**src/inc/thermal_pkg.sv**
```systemverilog
// Constants shared by the thermal status logic and its per-channel offset unit.
// Assumes a 125 MHz ref_clk and a mode-register access port decoded upstream.
package thermal_pkg;
  localparam int unsigned CLK_MHZ = 125;
  // Sensor update interval, in ms, longest
  localparam int unsigned SENSOR_UPDATE_INTERVAL_MS = 32;
  localparam int unsigned SENSOR_UPDATE_CYCLES = SENSOR_UPDATE_INTERVAL_MS * 1000 * CLK_MHZ;
  // Offset effect deadline, in us, longest
  localparam int unsigned OFFSET_EFFECT_US = 200;
  localparam int unsigned OFFSET_EFFECT_CYCLES = OFFSET_EFFECT_US * CLK_MHZ;
  // Temperature margin kept ahead of the controller, degrees C
  localparam int unsigned TEMP_MARGIN_C = 2;
  // Thermal mode register address and field layout
  localparam logic [5:0] THERMAL_MODE_REG_ADDR = 6'h04;
  localparam int unsigned STATUS_LSB = 0;
  localparam int unsigned STATUS_MSB = 2;
  localparam int unsigned OFFSET_LSB = 5;
  localparam int unsigned OFFSET_MSB = 6;
  localparam logic [2:0] STATUS_RESET = 3'h3;
  localparam logic [1:0] OFFSET_RESET = 2'h0;
  localparam logic [2:0] STATUS_MAX = 3'h7;
  localparam int unsigned NUM_CHANNELS = 2;
endpackage

```
**src/hw/channel_offset.sv**
```systemverilog
// One channel's thermal offset store and offset-adjusted status code.
// Assumes the raw status code is already synchronised to ref_clk.
`timescale 1ns/1ps
`default_nettype none
module channel_offset
  import thermal_pkg::*;
(
  // Clock and reset
  input wire logic ref_clk,
  input wire logic rst_n,
  // Offset write
  input wire logic wr_en,
  input wire logic [1:0] wr_offset,
  // Status
  input wire logic [2:0] raw_status,
  output logic [1:0] offset,
  output logic [2:0] adj_status
);
  logic [1:0] offset_reg, offset_next;
  logic [2:0] adj_reg, adj_next;
  logic [3:0] sum;

  always_comb begin
    offset_next = offset_reg;
    if (wr_en) begin
      offset_next = wr_offset; // see RULE8
    end
    // Offset raises the code seen by self refresh, saturating at the top code
    sum = {1'b0, raw_status} + {2'h0, offset_reg};
    adj_next = sum[3] ? STATUS_MAX : sum[2:0]; // see RULE8
  end

  always_ff @(posedge ref_clk) begin
    if (!rst_n) begin
      offset_reg <= OFFSET_RESET;
      adj_reg <= STATUS_RESET;
    end else begin
      offset_reg <= offset_next;
      adj_reg <= adj_next;
    end
  end

  assign offset = offset_reg;
  assign adj_status = adj_reg;

  offset_hold_a: assert property (@(posedge ref_clk) disable iff (!rst_n) // see RULE8
    !wr_en |=> offset_reg == $past(offset_reg)) else $error("offset changed without write");
endmodule
`default_nettype wire

```
**src/hw/dram_temp_sensor_reporting.sv**
```systemverilog
// Temperature status and thermal offset logic of the thermal mode register.
// Assumes sensor code arrives asynchronously and mode-register commands are
// already decoded on ref_clk with a per-channel select.
//
// Behaviour
// RULE1: Refresh status at most every 32 ms.
// RULE2: Status fresh when clock enable rises.
// RULE3: Keep updating in self refresh, enable high.
// RULE4: Status in bits 2..0; 011 hot.
// RULE5: Keep 2 C margin before controller deadline.
// RULE6: Controller sizes polling period for 2 C.
// RULE7: Controller writes offset to bits 6..5.
// RULE8: Offset applies only to written channel.
// RULE9: Offset visible in status within 200 us.
// RULE10: Controller avoids self refresh above 15 C.
// RULE11: Read returns latest status plus offset.
`timescale 1ns/1ps
`default_nettype none
module dram_temp_sensor_reporting
  import thermal_pkg::*;
#(
  parameter int unsigned UPDATE_CYCLES = SENSOR_UPDATE_CYCLES,
  parameter int unsigned EFFECT_CYCLES = OFFSET_EFFECT_CYCLES
) (
  // Clock and reset
  input wire logic ref_clk,
  input wire logic rst_n,
  // Memory state
  input wire logic cke,
  input wire logic self_refresh,
  // Sensor, asynchronous; already includes the margin shift
  input wire logic [2:0] sensor_code,
  // Mode register access
  input wire logic mr_wr,
  input wire logic mr_rd,
  input wire logic [5:0] mr_addr,
  input wire logic [7:0] mr_wdata,
  input wire logic [1:0] ch_sel,
  output logic [7:0] mr_rdata,
  output logic mr_rvalid,
  // Self refresh rate code per channel
  output logic [2:0] temp_comp_self_refresh_code0,
  output logic [2:0] temp_comp_self_refresh_code1
);
  localparam int unsigned CW = 32;

  function automatic logic hit(input logic [5:0] a);
    hit = (a == THERMAL_MODE_REG_ADDR);
  endfunction

  ////////////////////////////////////////////////////////////////
  // Sensor synchroniser: three stages, change taken when 2 and 3 agree
  logic [2:0] s1_reg, s2_reg, s3_reg;
  logic [2:0] code_reg, code_next;
  logic [CW-1:0] tick_reg, tick_next;
  logic cke_d_reg;
  logic [2:0] status_reg, status_next;

  always_comb begin
    code_next = (s2_reg == s3_reg) ? s3_reg : code_reg;
    tick_next = tick_reg + 32'h1;
    status_next = status_reg;
    // Sampling restarts on a clock enable rise so the code is never stale;
    // it also runs in self refresh since the sampler ignores power state
    if (cke && !cke_d_reg) begin
      tick_next = 32'h0; // see RULE2
      status_next = code_reg[2:0]; // see RULE2
    end else if (tick_reg >= UPDATE_CYCLES - 1) begin
      tick_next = 32'h0; // see RULE1
      status_next = code_reg[STATUS_MSB:STATUS_LSB]; // see RULE1, RULE3, RULE4, RULE5
    end
  end

  always_ff @(posedge ref_clk) begin
    if (!rst_n) begin
      s1_reg <= STATUS_RESET;
      s2_reg <= STATUS_RESET;
      s3_reg <= STATUS_RESET;
      code_reg <= STATUS_RESET;
      tick_reg <= 32'h0;
      // Idle level of cke is high, so reset must not fake a rise
      cke_d_reg <= 1'b1;
      status_reg <= STATUS_RESET;
    end else begin
      s1_reg <= sensor_code;
      s2_reg <= s1_reg;
      s3_reg <= s2_reg;
      code_reg <= code_next;
      tick_reg <= tick_next;
      cke_d_reg <= cke;
      status_reg <= status_next;
    end
  end

  ////////////////////////////////////////////////////////////////
  // Per-channel offsets
  logic [1:0] ch_offset [NUM_CHANNELS];
  logic [2:0] ch_adj [NUM_CHANNELS];

  genvar g;
  generate
    for (g = 0; g < NUM_CHANNELS; g++) begin : g_ch
      channel_offset u_ch (
        .ref_clk(ref_clk),
        .rst_n(rst_n),
        .wr_en(mr_wr && hit(mr_addr) && ch_sel[g]), // see RULE7, RULE8
        .wr_offset(mr_wdata[OFFSET_MSB:OFFSET_LSB]),
        .raw_status(status_reg),
        .offset(ch_offset[g]),
        .adj_status(ch_adj[g])
      );
    end
  endgenerate

  ////////////////////////////////////////////////////////////////
  // Read path and outputs; the adjusted code appears two cycles after a write
  logic [7:0] rdata_reg, rdata_next;
  logic rvalid_reg, rvalid_next;
  logic [2:0] tc0_reg, tc1_reg;
  logic rd_ch;

  always_comb begin
    rd_ch = ch_sel[1] && !ch_sel[0];
    rvalid_next = mr_rd;
    rdata_next = rdata_reg;
    if (mr_rd) begin
      rdata_next = 8'h00;
      if (hit(mr_addr)) begin
        rdata_next[STATUS_MSB:STATUS_LSB] = rd_ch ? ch_adj[1] : ch_adj[0]; // see RULE11, RULE9
        rdata_next[OFFSET_MSB:OFFSET_LSB] = rd_ch ? ch_offset[1] : ch_offset[0]; // see RULE11
      end
    end
  end

  always_ff @(posedge ref_clk) begin
    if (!rst_n) begin
      rdata_reg <= 8'h00;
      rvalid_reg <= 1'b0;
      tc0_reg <= STATUS_RESET;
      tc1_reg <= STATUS_RESET;
    end else begin
      rdata_reg <= rdata_next;
      rvalid_reg <= rvalid_next;
      tc0_reg <= ch_adj[0]; // see RULE9
      tc1_reg <= ch_adj[1];
    end
  end

  assign mr_rdata = rdata_reg;
  assign mr_rvalid = rvalid_reg;
  assign temp_comp_self_refresh_code0 = tc0_reg;
  assign temp_comp_self_refresh_code1 = tc1_reg;

  ////////////////////////////////////////////////////////////////
  // Offset effect watch: after a write, each written channel's rate code must
  // reach its offset-adjusted status before the effect deadline; a lag
  // counter keeps the bound cheap where a delay range would be huge
  function automatic logic [2:0] sat_add(input logic [2:0] code, input logic [1:0] off);
    logic [3:0] s;
    s = {1'b0, code} + {2'h0, off};
    sat_add = s[3] ? STATUS_MAX : s[2:0];
  endfunction

  generate
    for (g = 0; g < NUM_CHANNELS; g++) begin : g_lag
      logic [CW-1:0] lag_reg, lag_next;
      logic [2:0] rate_now;

      assign rate_now = (g == 0) ? tc0_reg : tc1_reg;

      always_comb begin
        lag_next = lag_reg;
        if (mr_wr && hit(mr_addr) && ch_sel[g]) begin
          lag_next = 32'h1;
        end else if (lag_reg != 32'h0) begin
          lag_next = (rate_now == sat_add(status_reg, ch_offset[g])) ? 32'h0 : lag_reg + 32'h1;
        end
      end

      always_ff @(posedge ref_clk) begin
        if (!rst_n) begin
          lag_reg <= 32'h0;
        end else begin
          lag_reg <= lag_next;
        end
      end

      effect_due_a: assert property (@(posedge ref_clk) disable iff (!rst_n) // see RULE9
        lag_reg < EFFECT_CYCLES) else $error("offset effect overdue");
    end
  endgenerate

  ////////////////////////////////////////////////////////////////
  // Checks
  tick_bound_a: assert property (@(posedge ref_clk) disable iff (!rst_n) // see RULE1
    tick_reg < UPDATE_CYCLES) else $error("update interval overrun");
  cke_fresh_a: assert property (@(posedge ref_clk) disable iff (!rst_n) // see RULE2
    cke && !cke_d_reg |=> tick_reg == 0 && status_reg == $past(code_reg)) else $error("stale at cke rise");
  sref_update_a: assert property (@(posedge ref_clk) disable iff (!rst_n) // see RULE3
    self_refresh && tick_reg == UPDATE_CYCLES - 1 && !(cke && !cke_d_reg) |=> status_reg == $past(code_reg))
    else $error("no update in self refresh");
  status_hold_a: assert property (@(posedge ref_clk) disable iff (!rst_n) // see RULE1
    tick_reg != UPDATE_CYCLES - 1 && !(cke && !cke_d_reg) |=> $stable(status_reg)) else $error("status moved early");
  rd_valid_a: assert property (@(posedge ref_clk) disable iff (!rst_n) // see RULE11
    mr_rd |=> mr_rvalid) else $error("read not answered");
  rd_reserved_a: assert property (@(posedge ref_clk) disable iff (!rst_n) // see RULE11
    mr_rd |=> mr_rdata[4:3] == 2'h0 && mr_rdata[7] == 1'b0) else $error("reserved bits set");
  rd_offset_a: assert property (@(posedge ref_clk) disable iff (!rst_n) // see RULE11
    mr_rd && hit(mr_addr) && !rd_ch |=> mr_rdata[6:5] == $past(ch_offset[0])) else $error("offset read wrong");
  effect_time_a: assert property (@(posedge ref_clk) disable iff (!rst_n) // see RULE9
    mr_wr && hit(mr_addr) && ch_sel[0] |=> ##[1:3] temp_comp_self_refresh_code0 == ch_adj[0]) else $error("offset effect late");
  other_ch_a: assert property (@(posedge ref_clk) disable iff (!rst_n) // see RULE8
    mr_wr && hit(mr_addr) && ch_sel == 2'h1 |=> $stable(ch_offset[1])) else $error("offset leaked");

  cke_rise_c: cover property (@(posedge ref_clk) disable iff (!rst_n) cke && !cke_d_reg);
  periodic_c: cover property (@(posedge ref_clk) disable iff (!rst_n) tick_reg == UPDATE_CYCLES - 1);
  wr_both_c: cover property (@(posedge ref_clk) disable iff (!rst_n) mr_wr && hit(mr_addr) && ch_sel == 2'h3);
  rd_c: cover property (@(posedge ref_clk) disable iff (!rst_n) mr_rd && hit(mr_addr));
  wr_one_c: cover property (@(posedge ref_clk) disable iff (!rst_n) mr_wr && hit(mr_addr) && ch_sel == 2'h1);
endmodule
`default_nettype wire

```
**config.mk**
```make
export PLATFORM = sky130hd
export DESIGN_NAME = dram_temp_sensor_reporting
export DESIGN_NICKNAME = d
export VERILOG_FILES = /design/src/inc/thermal_pkg.sv /design/src/hw/channel_offset.sv /design/src/hw/dram_temp_sensor_reporting.sv
export SDC_FILE = /design/constraint.sdc
export NUM_CORES = 1
export LEC_CHECK = 0
export ABC_AREA = 1
export BUFFER_PORTS_ARGS = -buffer_cell sky130_fd_sc_hd__buf_4
export CORE_AREA = 2 2 80 82
export DETAILED_ROUTE_END_ITERATION = 7
export DIE_AREA = 0 0 82 84
export PLACE_DENSITY_LB_ADDON = 0.25
export SLEW_MARGIN = 20
export SYNTH_ARGS = -nofsm -noshare
export SYNTH_HDL_FRONTEND = slang
export SYNTH_SLANG_ARGS = --single-unit
```
**constraint.sdc**
```tcl
create_clock -name ref_clk -period 3.1 [get_ports ref_clk]
set_input_delay 0.155 -clock ref_clk [delete_from_list [all_inputs] [get_ports ref_clk]]
set_output_delay 0.155 -clock ref_clk [all_outputs]
set_load 0.01 [all_outputs]
```
==> results of run 1 <==
[cells in the final DEF, fill, tap and decap left out, types with 5 or more instances in the layout]
| master | count |
|---|---|
| nand2_1 | 74 |
| dfxtp_1 | 70 |
| nor2_1 | 50 |
| inv_1 | 43 |
| buf_4 | 29 |
| nand3_1 | 19 |
| conb_1 | 13 |
| o21ai_0 | 11 |
| clkbuf_8 | 11 |
| xor2_1 | 10 |
| a21oi_1 | 10 |
| or2_2 | 9 |
| nor2_2 | 9 |
| nand2_2 | 7 |
| nand4_1 | 6 |
| a21oi_2 | 6 |
| ha_1 | 5 |
[cell type report]
type,count,area [um^2]
flip-flops and latches,70,1400
multi-input cells,252,1340
fillers,579,2560
clock inverters,5,129
repair buffers,33,258
inverters,43,161
clock buffers,11,151
well taps,77,96.3
[where the power goes]
| group | internal [uW] | switching (uW) |
|---|---|---|
| Combinational | 34.9 | 36.4 |
| Clock | 661 | 339 |
| Sequential | 920 | 9.11 |
| Total | 1620 | 385 |
[timing repair]
action                    in CTS  in global routing
hold endpoints to repair       4                  0
resized for setup              0                  0
hold buffers                   4                  0
[worst max-delay path, stage by stage (launching register included)]
cell     delay (ns)
dfxtp_1        0.35
ha_1           0.20
nand2_2        0.08
nor2_4         0.18
nand3_1        0.10
nand2_1        0.09
nand2_2        0.11
nand3_4        0.27
nor2_1         0.07
[final timing paths]
check                           end  slack, ns  cells after the start
max          tick_reg[0]$_SDFF_PP0_       1.51                      8
min            cke_d_reg$_SDFF_PN1_       0.01                      3
max reg2reg  tick_reg[0]$_SDFF_PP0_       1.51                      8
min reg2reg    s2_reg[2]$_SDFF_PN0_       0.42                      2
[cells by family (layout without fill, tap and decap cells)]
group	count (synthesis)	after routing	share of synthesized area
other	1	13	0.00129
XOR/XNOR	14	14	0.0421
multiplexers	2	2	0.00773
flip-flops	70	70	0.481
AND/OR/NAND/NOR	184	184	0.292
adder cells (fa/ha/maj)	7	7	0.0352
AO/OA/AOI/OAI	32	32	0.0661
buffers and inverters	51	92	0.0747
[metrics by stage]
| step | power, uW | std cells | util |
|---|---|---|---|
| floorplan | 989 | 373 | - |
| global placement | 1010 | 471 | 0.528 |
| detailed placement | 1020 | 471 | 0.528 |
| CTS | 2020 | 491 | 0.580 |
| global route | 2070 | 491 | 0.580 |
| finish | 2000 | 491 | 0.580 |
[routing by layer]
layer,wire length (um),vias up
met5,0,-
met4,76,0
met3,193,7
met2,2350,38
met1,2540,1023
li1,-,1198
==> impl_metrics.yaml, run 1 <==
layout:
  nets: 441
  drive_gt1_frac: 0.200
  n_antenna_cell: 0
  syn_to_final_growth_pct: 21.4
  largest_reg_flops: 32
  design_area_um2: 3540
power:
  pwr_density_cell_nw_per_um2: 566
  vdd_drop_max_uv: 363
  leakage_uw: 0.00149
global_route:
  use_met3: 0.0487
  antenna_found_initial: 0
  grt_first_pass_wirelength_um: 9110
  top_usage_layer: "met2"
  grt_pass1_vias: 2180
  grt_max_degree: 23
  gr-usage-met2: 0.265
  met1_usage: 0.217
  grtUsageTotal: 0.172
  grt-ovfl-total: 0
critical_path:
  crit_path_start_kind: "register"
  crit_fanout: 22
  arrival_ns: 1.81
  path_class: "reg2reg"
  required_ns: 3.32
  worst_setup_path_end_kind: "register"
  r2r-start: "tick_reg[0]$_SDFF_PP0_"
  cp-startpoint: "tick_reg[0]$_SDFF_PP0_"
clock_tree:
  root_buffer: "clkbuf_8"
  worstSkewPairLatency_ns: 0.35
  cts_setup_buffers: 0
  htreeDepth: 3
  cts_tree: "yes"
  cts.sinks: 70
  cts_buffers: 9
  clk_pin_slew_ns: 0.07
  clock_path_buffers: 2
synth:
  synth.area.top_cells: "dfxtp_1 (48%), nand2_1 (9.5%), nor2_1 (6.4%)"
  synth_cells: 361
  synth_top_area_share: 0.481
  synth_edf_count: 0
  syn_area_um2: 2910
  synthFlopType: "dfxtp_1"
  synth_common_cells: "nand2_1 (74), dfxtp_1 (70), nor2_1 (50)"
  avgSynthCellArea_um2: 8.07
  synth_warnings: 0
  synth_async_sr_flop_share: 0
  ys_seq_area_frac: 0.481
  ys_types: 29
  synth_top_area_cell: "dfxtp_1"
  yosysMostFrequentCell: "nand2_1"
  synth-seq-cells: 70
routing:
  remaining_drc_errors: 0
  via_per_inst: 4.62
  drtIter0Drc: 92
  drtAntennaViolNets: 0
  wl_um: 5160
  vias: 2266
  routedWlPerCell_um: 10.5
  firstDrtPassIters: 4
timing:
  setup_viol: 0
  fmax_mhz: 630
  whs_ns: 0.0149
  fin_ws_ns: 1.51
  fin_crit_sh: 0.512
  rsz0062_at_grt: "false"
  setup_tns_ns: 0
  slew_violations: 0
  fin_crit_ns: 1.59
  hold_viol: 0
  fin_worst_skew_ns: 0.0113
hold_path:
  hp-class: "in2reg"
  min_from: "cke"
floorplanning:
  die_w_um: 82
  core_area_um2: 6100
  io_pins: 40
  initial_core_util: 0.478
  chipHeight_um: 84
  rows: 29
  dieArea_um2: 6890
placed_design:
  post-place-ws_ns: 1.52
  place_hpwl_um: 3660
  io_buffer_count: 29
  placement.cell_area_um2: 3220
  gp_congestion: 0.859
outcome:
  status: "complete, no violations"
run:
  maxCapViolations: 0
(Power assumes the default switching activity.)
==> run 2: changes to the inputs <==
==> constraint.sdc (replaced) <==
create_clock -name ref_clk -period 1.6 [get_ports ref_clk]
set_input_delay 0.08 -clock ref_clk [delete_from_list [all_inputs] [get_ports ref_clk]]
set_output_delay 0.08 -clock ref_clk [all_outputs]
set_load 0.01 [all_outputs]
==> impl_metrics.yaml, run 2 (synthesis results as in run 1) <==
routing:
  met1_length_um: 2570
  firstDrtPassIters: 4
  routedWlPerCell_um: 10.4
  wl_met2_um: 2310
  wl_um: 5170
  drtAntennaViolNets: 0
  met3_length_um: 159
  top_layer: "met4"
  vias: 2256
  via_per_inst: 4.55
  remaining_drc_errors: 0
  drtIter0Drc: 105
power:
  p_seq_frac: 0.517
  pwr-share-clk: 0.442
  power.switching_uw: 754
  pwr_density_cell_nw_per_um2: 986
  p_comb_frac: 0.042
  leakage_uw: 0.00149
  switching_share: 0.216
  power.internal_uw: 2730
  p_total_uw: 3480
  vdd_drop_max_uv: 539
critical_path:
  worstReg2RegEnd: "tick_reg[18]$_SDFF_PP0_"
  path_delay_family: "simple AND/OR/NAND/NOR gates"
  crit_path_start_kind: "register"
  r2r-start: "tick_reg[0]$_SDFF_PP0_"
  critical_path.max_stage_delay_ns: 0.35
  reg2reg_depth: 7
  crit_buf_inv: 0
  path_class: "reg2reg"
  crit_fanout: 6
  rrSetupSlack_ns: 0.12
  required_ns: 1.84
  worst_setup_path_end_kind: "register"
  slowest_stage: "dfxtp_1"
  crit_chain: "ha_1, nand2_2, nor2_4, nand3b_1, nor2_1, xnor2_1, nor2_2"
  arrival_ns: 1.72
timing:
  setup_viol: 0
  slew_violations: 0
  fin_crit_ns: 1.48
  fin_worst_skew_ns: 0.00860
  fin_crit_sh: 0.926
  hold_viol: 0
  fmax_mhz: 675
hold_path:
  whs_endpoint: "temp_comp_self_refresh_code1[1]$_SDFF_PN1_"
  hold_depth: 2
  hp-class: "in2reg"
  min_from: "rst_n"
clock_tree:
  root_buffer: "clkbuf_8"
  htreeDepth: 3
  cts_buffers: 9
  cts_tree: "yes"
  clock_path_buffers: 2
  cts_setup_buffers: 0
  clk_pin_slew_ns: 0.07
  worstSkewPairLatency_ns: 0.35
  cts.sinks: 70
run:
  maxCapViolations: 0
placed_design:
  gp_congestion: 0.825
  dp.cells: 472
  io_buffer_count: 29
  place_hpwl_um: 3620
global_route:
  antenna_found_initial: 0
  grtUsageTotal: 0.168
  grt-ovfl-total: 0
  grt_max_degree: 23
  grt_first_pass_wirelength_um: 8880
  grt_pass1_vias: 2083
layout:
  multiInputGateArea_um2: 1370
  syn_to_final_growth_pct: 21.3
  final_cells: 496
  nets: 446
  final_cell_mix: "nand2_1 (74), dfxtp_1 (70), nor2_1 (49)"
  register_area_um2: 1400
  fillers: 569
  largest_reg_flops: 32
  n_antenna_cell: 0
  drive_gt1_frac: 0.203
  layout_commonest_cell: "nand2_1"
  final_util: 0.580
floorplanning:
  dieArea_um2: 6890
  core_area_um2: 6100
  rows: 29
  chipHeight_um: 84
  initial_core_util: 0.478
  die_w_um: 82
  io_pins: 40
outcome:
  status: "complete, no violations"
-- run 2: changes by cell type in the layout (fill, tap and decap cells not counted), moves of 2 or more --
cell,before,now
clkinv_2,0,2
dlygate4sd3_1,4,7
clkbuf_8,11,9
bufinv_16,4,2
-- run 2: how the worst max path moves through the flow --
| stage | start | endpoint | cells past startpoint |
|---|---|---|---|
| after detailed placement | tick_reg[0]$_SDFF_PP0_ | tick_reg[9]$_SDFF_PP0_ | 8 |
| final | tick_reg[0]$_SDFF_PP0_ | tick_reg[18]$_SDFF_PP0_ | 7 |
| after CTS | tick_reg[0]$_SDFF_PP0_ | tick_reg[9]$_SDFF_PP0_ | 8 |
| after floorplan | tick_reg[0]$_SDFF_PP0_ | tick_reg[18]$_SDFF_PP0_ | 9 |
| after global placement | tick_reg[0]$_SDFF_PP0_ | tick_reg[9]$_SDFF_PP0_ | 8 |
| after global routing | tick_reg[0]$_SDFF_PP0_ | tick_reg[2]$_SDFF_PP0_ | 8 |
-- run 2: through the flow --
| stage | setup WS (ns) | TNS (ns) | instance area [um^2] | hold slack (ns) |
|---|---|---|---|---|
| 6_report | 0.119 | 0 | 3530 | 0.0616 |
| 5_1_grt | -0.00944 | -0.00944 | 3530 | 0.0682 |
| 4_1_cts | 0.0232 | 0 | 3510 | 0.0321 |
| 3_5_place_dp | 0.0375 | 0 | 3220 | 0.266 |
| 3_3_place_gp | 0.0763 | 0 | 3220 | 0.267 |
| 2_1_floorplan | 0.219 | 0 | 2960 | 0.173 |
-- run 2: timing repair --
action,4_1_cts,5_1_grt
endpoints found under the hold margin,8,0
gates resized for setup,0,3
setup endpoints to repair,0,22
hold buffers,7,0
-- run 2: worst reg2reg max path, delay by kind of cell (launching register included) --
kind | cells | cell delay [ns]
XOR/XNOR | 1 | 0.16
AND/OR/NAND/NOR | 5 | 0.67
flip-flops | 1 | 0.35
adder cells (fa/ha/maj) | 1 | 0.20
-- run 2: power groups by stage --
stage	combinational [uW]	sequential, uW	clock, uW
after floorplan	81.0	1840	0
after global placement	128	1840	0
after detailed placement	131	1840	0
after CTS	145	1800	1570
after global routing	168	1800	1640
final	145	1800	1540
-- run 2: per-layer routing --
layer	track usage	vias up
li1	-	1214
met3	0.0433	11
met2	0.247	33
met1	0.219	998
met5	0	-
met4	0.100	0
-- run 2: final cells by class --
class	count	share of cell area
clock inverters	6	0.0244
multi-input cells	253	0.386
repair buffers	37	0.0836
well taps	77	0.0273
clock buffers	10	0.0361
flip-flops and latches	70	0.397
inverters	43	0.0457
==> run 3: changes to the inputs <==
--- a/config.mk
+++ b/config.mk
@@ -7,11 +7,12 @@
 export LEC_CHECK = 0
 export ABC_AREA = 1
 export BUFFER_PORTS_ARGS = -buffer_cell sky130_fd_sc_hd__buf_4
-export CORE_AREA = 2 2 80 82
+export CORE_AREA = 2 2 81 83
 export DETAILED_ROUTE_END_ITERATION = 7
-export DIE_AREA = 0 0 82 84
+export DIE_AREA = 0 0 83 85
 export PLACE_DENSITY_LB_ADDON = 0.25
 export SLEW_MARGIN = 20
 export SYNTH_ARGS = -nofsm -noshare
 export SYNTH_HDL_FRONTEND = slang
+export SYNTH_HIERARCHICAL = 1
 export SYNTH_SLANG_ARGS = --single-unit
==> impl_metrics.yaml, run 3 <==
outcome:
  status: "complete, no violations"
critical_path:
  crit_path_start_kind: "register"
  crit_top_cell: "nand2_2"
  crit_fanout: 14
  slowest_stage: "dfxtp_2"
  crit_buf_inv: 1
  crit_chain: "ha_4, nand2_2, nor2_4, nand3_1, nand2_1, nand2_2, nand3_4, buf_12, nor2_1"
  arrival_ns: 1.70
  reg2reg_depth: 9
  critical_path.max_stage_delay_ns: 0.36
  path_delay_family: "simple AND/OR/NAND/NOR gates"
  cp.depth: 9
  worst_setup_path_end_kind: "register"
  required_ns: 1.83
  path_class: "reg2reg"
routing:
  wl_um: 5140
  drtIter0Drc: 66
  routedWlPerCell_um: 10.5
  via_per_inst: 4.54
  firstDrtPassIters: 4
  drtAntennaViolNets: 0
  vias: 2221
  remaining_drc_errors: 0
synth:
  synth_edf_count: 0
  synth_async_sr_flop_share: 0
  syn_area_um2: 2980
  synth_top_area_share: 0.471
  avgSynthCellArea_um2: 8.48
  synth_cells: 351
  synthFlopType: "dfxtp_1"
  synth_common_cells: "dfxtp_1 (70), nand2_1 (68), nor2_1 (44)"
  synth-seq-cells: 70
  synth_warnings: 6
  synth.area.top_cells: "dfxtp_1 (47%), nand2_1 (8.6%), nor2_1 (5.5%)"
  synth_top_area_cell: "dfxtp_1"
  ys_seq_area_frac: 0.471
  yosysMostFrequentCell: "dfxtp_1"
  ys_types: 36
power:
  pwr-share-clk: 0.469
  pwr_density_cell_nw_per_um2: 1010
  vdd_drop_max_uv: 599
  p_comb_frac: 0.041
  power.internal_uw: 2950
  p_seq_frac: 0.490
  switching_share: 0.204
  leakage_uw: 0.00152
  power.switching_uw: 753
timing:
  fmax_mhz: 681
  fin_crit_sh: 0.917
  fin_ws_ns: 0.132
  rsz0062_at_grt: "false"
  setup_viol: 0
  fin_worst_skew_ns: 0.0101
  fin_crit_ns: 1.47
  setup_tns_ns: 0
  hold_viol: 0
  slew_violations: 0
hold_path:
  hp-class: "in2reg"
  hold_depth: 2
global_route:
  grtUsageTotal: 0.164
  grt-ovfl-total: 0
  grt_max_degree: 27
  grt_pass1_vias: 2183
  antenna_found_initial: 0
  grt_first_pass_wirelength_um: 9200
placed_design:
  placement.cell_area_um2: 3330
  gp_congestion: 0.751
  post-place-ws_ns: 0.0808
  io_buffer_count: 29
  place_hpwl_um: 3670
clock_tree:
  worstSkewPairLatency_ns: 0.35
  htreeDepth: 3
  cts_tree: "yes"
  clk_pin_slew_ns: 0.08
  cts_setup_buffers: 0
  clock_path_buffers: 2
  cts.sinks: 70
  cts_buffers: 9
  root_buffer: "clkbuf_8"
floorplanning:
  chipHeight_um: 85
  dieArea_um2: 7060
  initial_core_util: 0.480
  rows: 29
  io_pins: 40
  core_area_um2: 6200
  die_w_um: 83
run:
  maxCapViolations: 0
layout:
  syn_to_final_growth_pct: 23.0
  drive_gt1_frac: 0.228
  n_antenna_cell: 0
  largest_reg_flops: 32
  nets: 439
  design_area_um2: 3660
  fillers: 538
  final_cell_mix: "nand2_1 (68), dfxtp_1 (68), nor2_1 (44)"
## run 3: cell count changes in the layout (fill, tap and decap cells not counted), moves of 3 or more
cell / before / now
nor2_4: 4 / 11
a21oi_2: 6 / 0
nand2_1: 74 / 68
nor2_1: 49 / 44
inv_1: 43 / 40
o21ai_0: 11 / 8
xnor2_1: 4 / 7
## run 3: kinds of logic (layout without fill, tap and decap cells)
logic type,count (synthesis),in the layout,synth area share
other cells,1,13,0.00126
flops,70,70,0.471
simple gates,182,182,0.313
xor+xnor,17,17,0.0500
fa+ha+maj,7,7,0.0345
buf+inv,48,97,0.0723
mux,3,3,0.0113
compound gates,23,23,0.0471
## run 3: per-layer routing
metal / vias to the layer above / part of all wire / GRT usage
li1: 1187 / - / -
met1: 991 / 0.48 / 0.197
met2: 30 / 0.46 / 0.267
met3: 13 / 0.024 / 0.0331
met4: 0 / 0.031 / 0.107
met5: - / 0 / 0
## run 3: area by class of cell
type / count / area [um^2] / share of cell area
multi-input cells: 245 / 1420 / 0.387
inverters: 41 / 154 / 0.0420
well taps: 77 / 96.3 / 0.0263
flip-flops and latches: 70 / 1400 / 0.383
clock buffers: 11 / 141 / 0.0386
clock inverters: 5 / 106 / 0.0290
repair buffers: 40 / 343 / 0.0936
## run 3: power by group through the flow
stage | clock network [uW] | registers (uW) | logic, uW
after global routing | 1850 | 1820 | 176
after CTS | 1770 | 1810 | 154
after floorplan | 0 | 1850 | 82.9
after global placement | 0 | 1850 | 135
after detailed placement | 0 | 1850 | 138
final | 1730 | 1810 | 153
## run 3: what timing repair did
item | in CTS | in global routing
gates resized for setup | 0 | 4
endpoints found under the hold margin | 9 | 0
hold buffers | 7 | 0
setup endpoints to repair | 0 | 22
## run 3: final timing paths
kind	endpoint	start	slack, ns
min reg2reg	s2_reg[0]$_SDFF_PN1_	s1_reg[0]$_SDFF_PN1_	0.42
min	temp_comp_self_refresh_code1[1]$_SDFF_PN1_	rst_n	0.06
max reg2reg	tick_reg[4]$_SDFF_PP0_	tick_reg[0]$_SDFF_PP0_	0.13
max	tick_reg[4]$_SDFF_PP0_	tick_reg[0]$_SDFF_PP0_	0.13
## run 3: per-stage QoR
step | cells | power (uW) | util | hold slack, ns
2_1_floorplan | 363 | 1930 | - | 0.168
3_3_place_gp | 466 | 1980 | 0.537 | 0.267
3_5_place_dp | 466 | 1990 | 0.537 | 0.271
4_1_cts | 489 | 3740 | 0.588 | 0.0405
5_1_grt | 489 | 3840 | 0.590 | 0.0625
6_report | 489 | 3700 | 0.590 | 0.0599
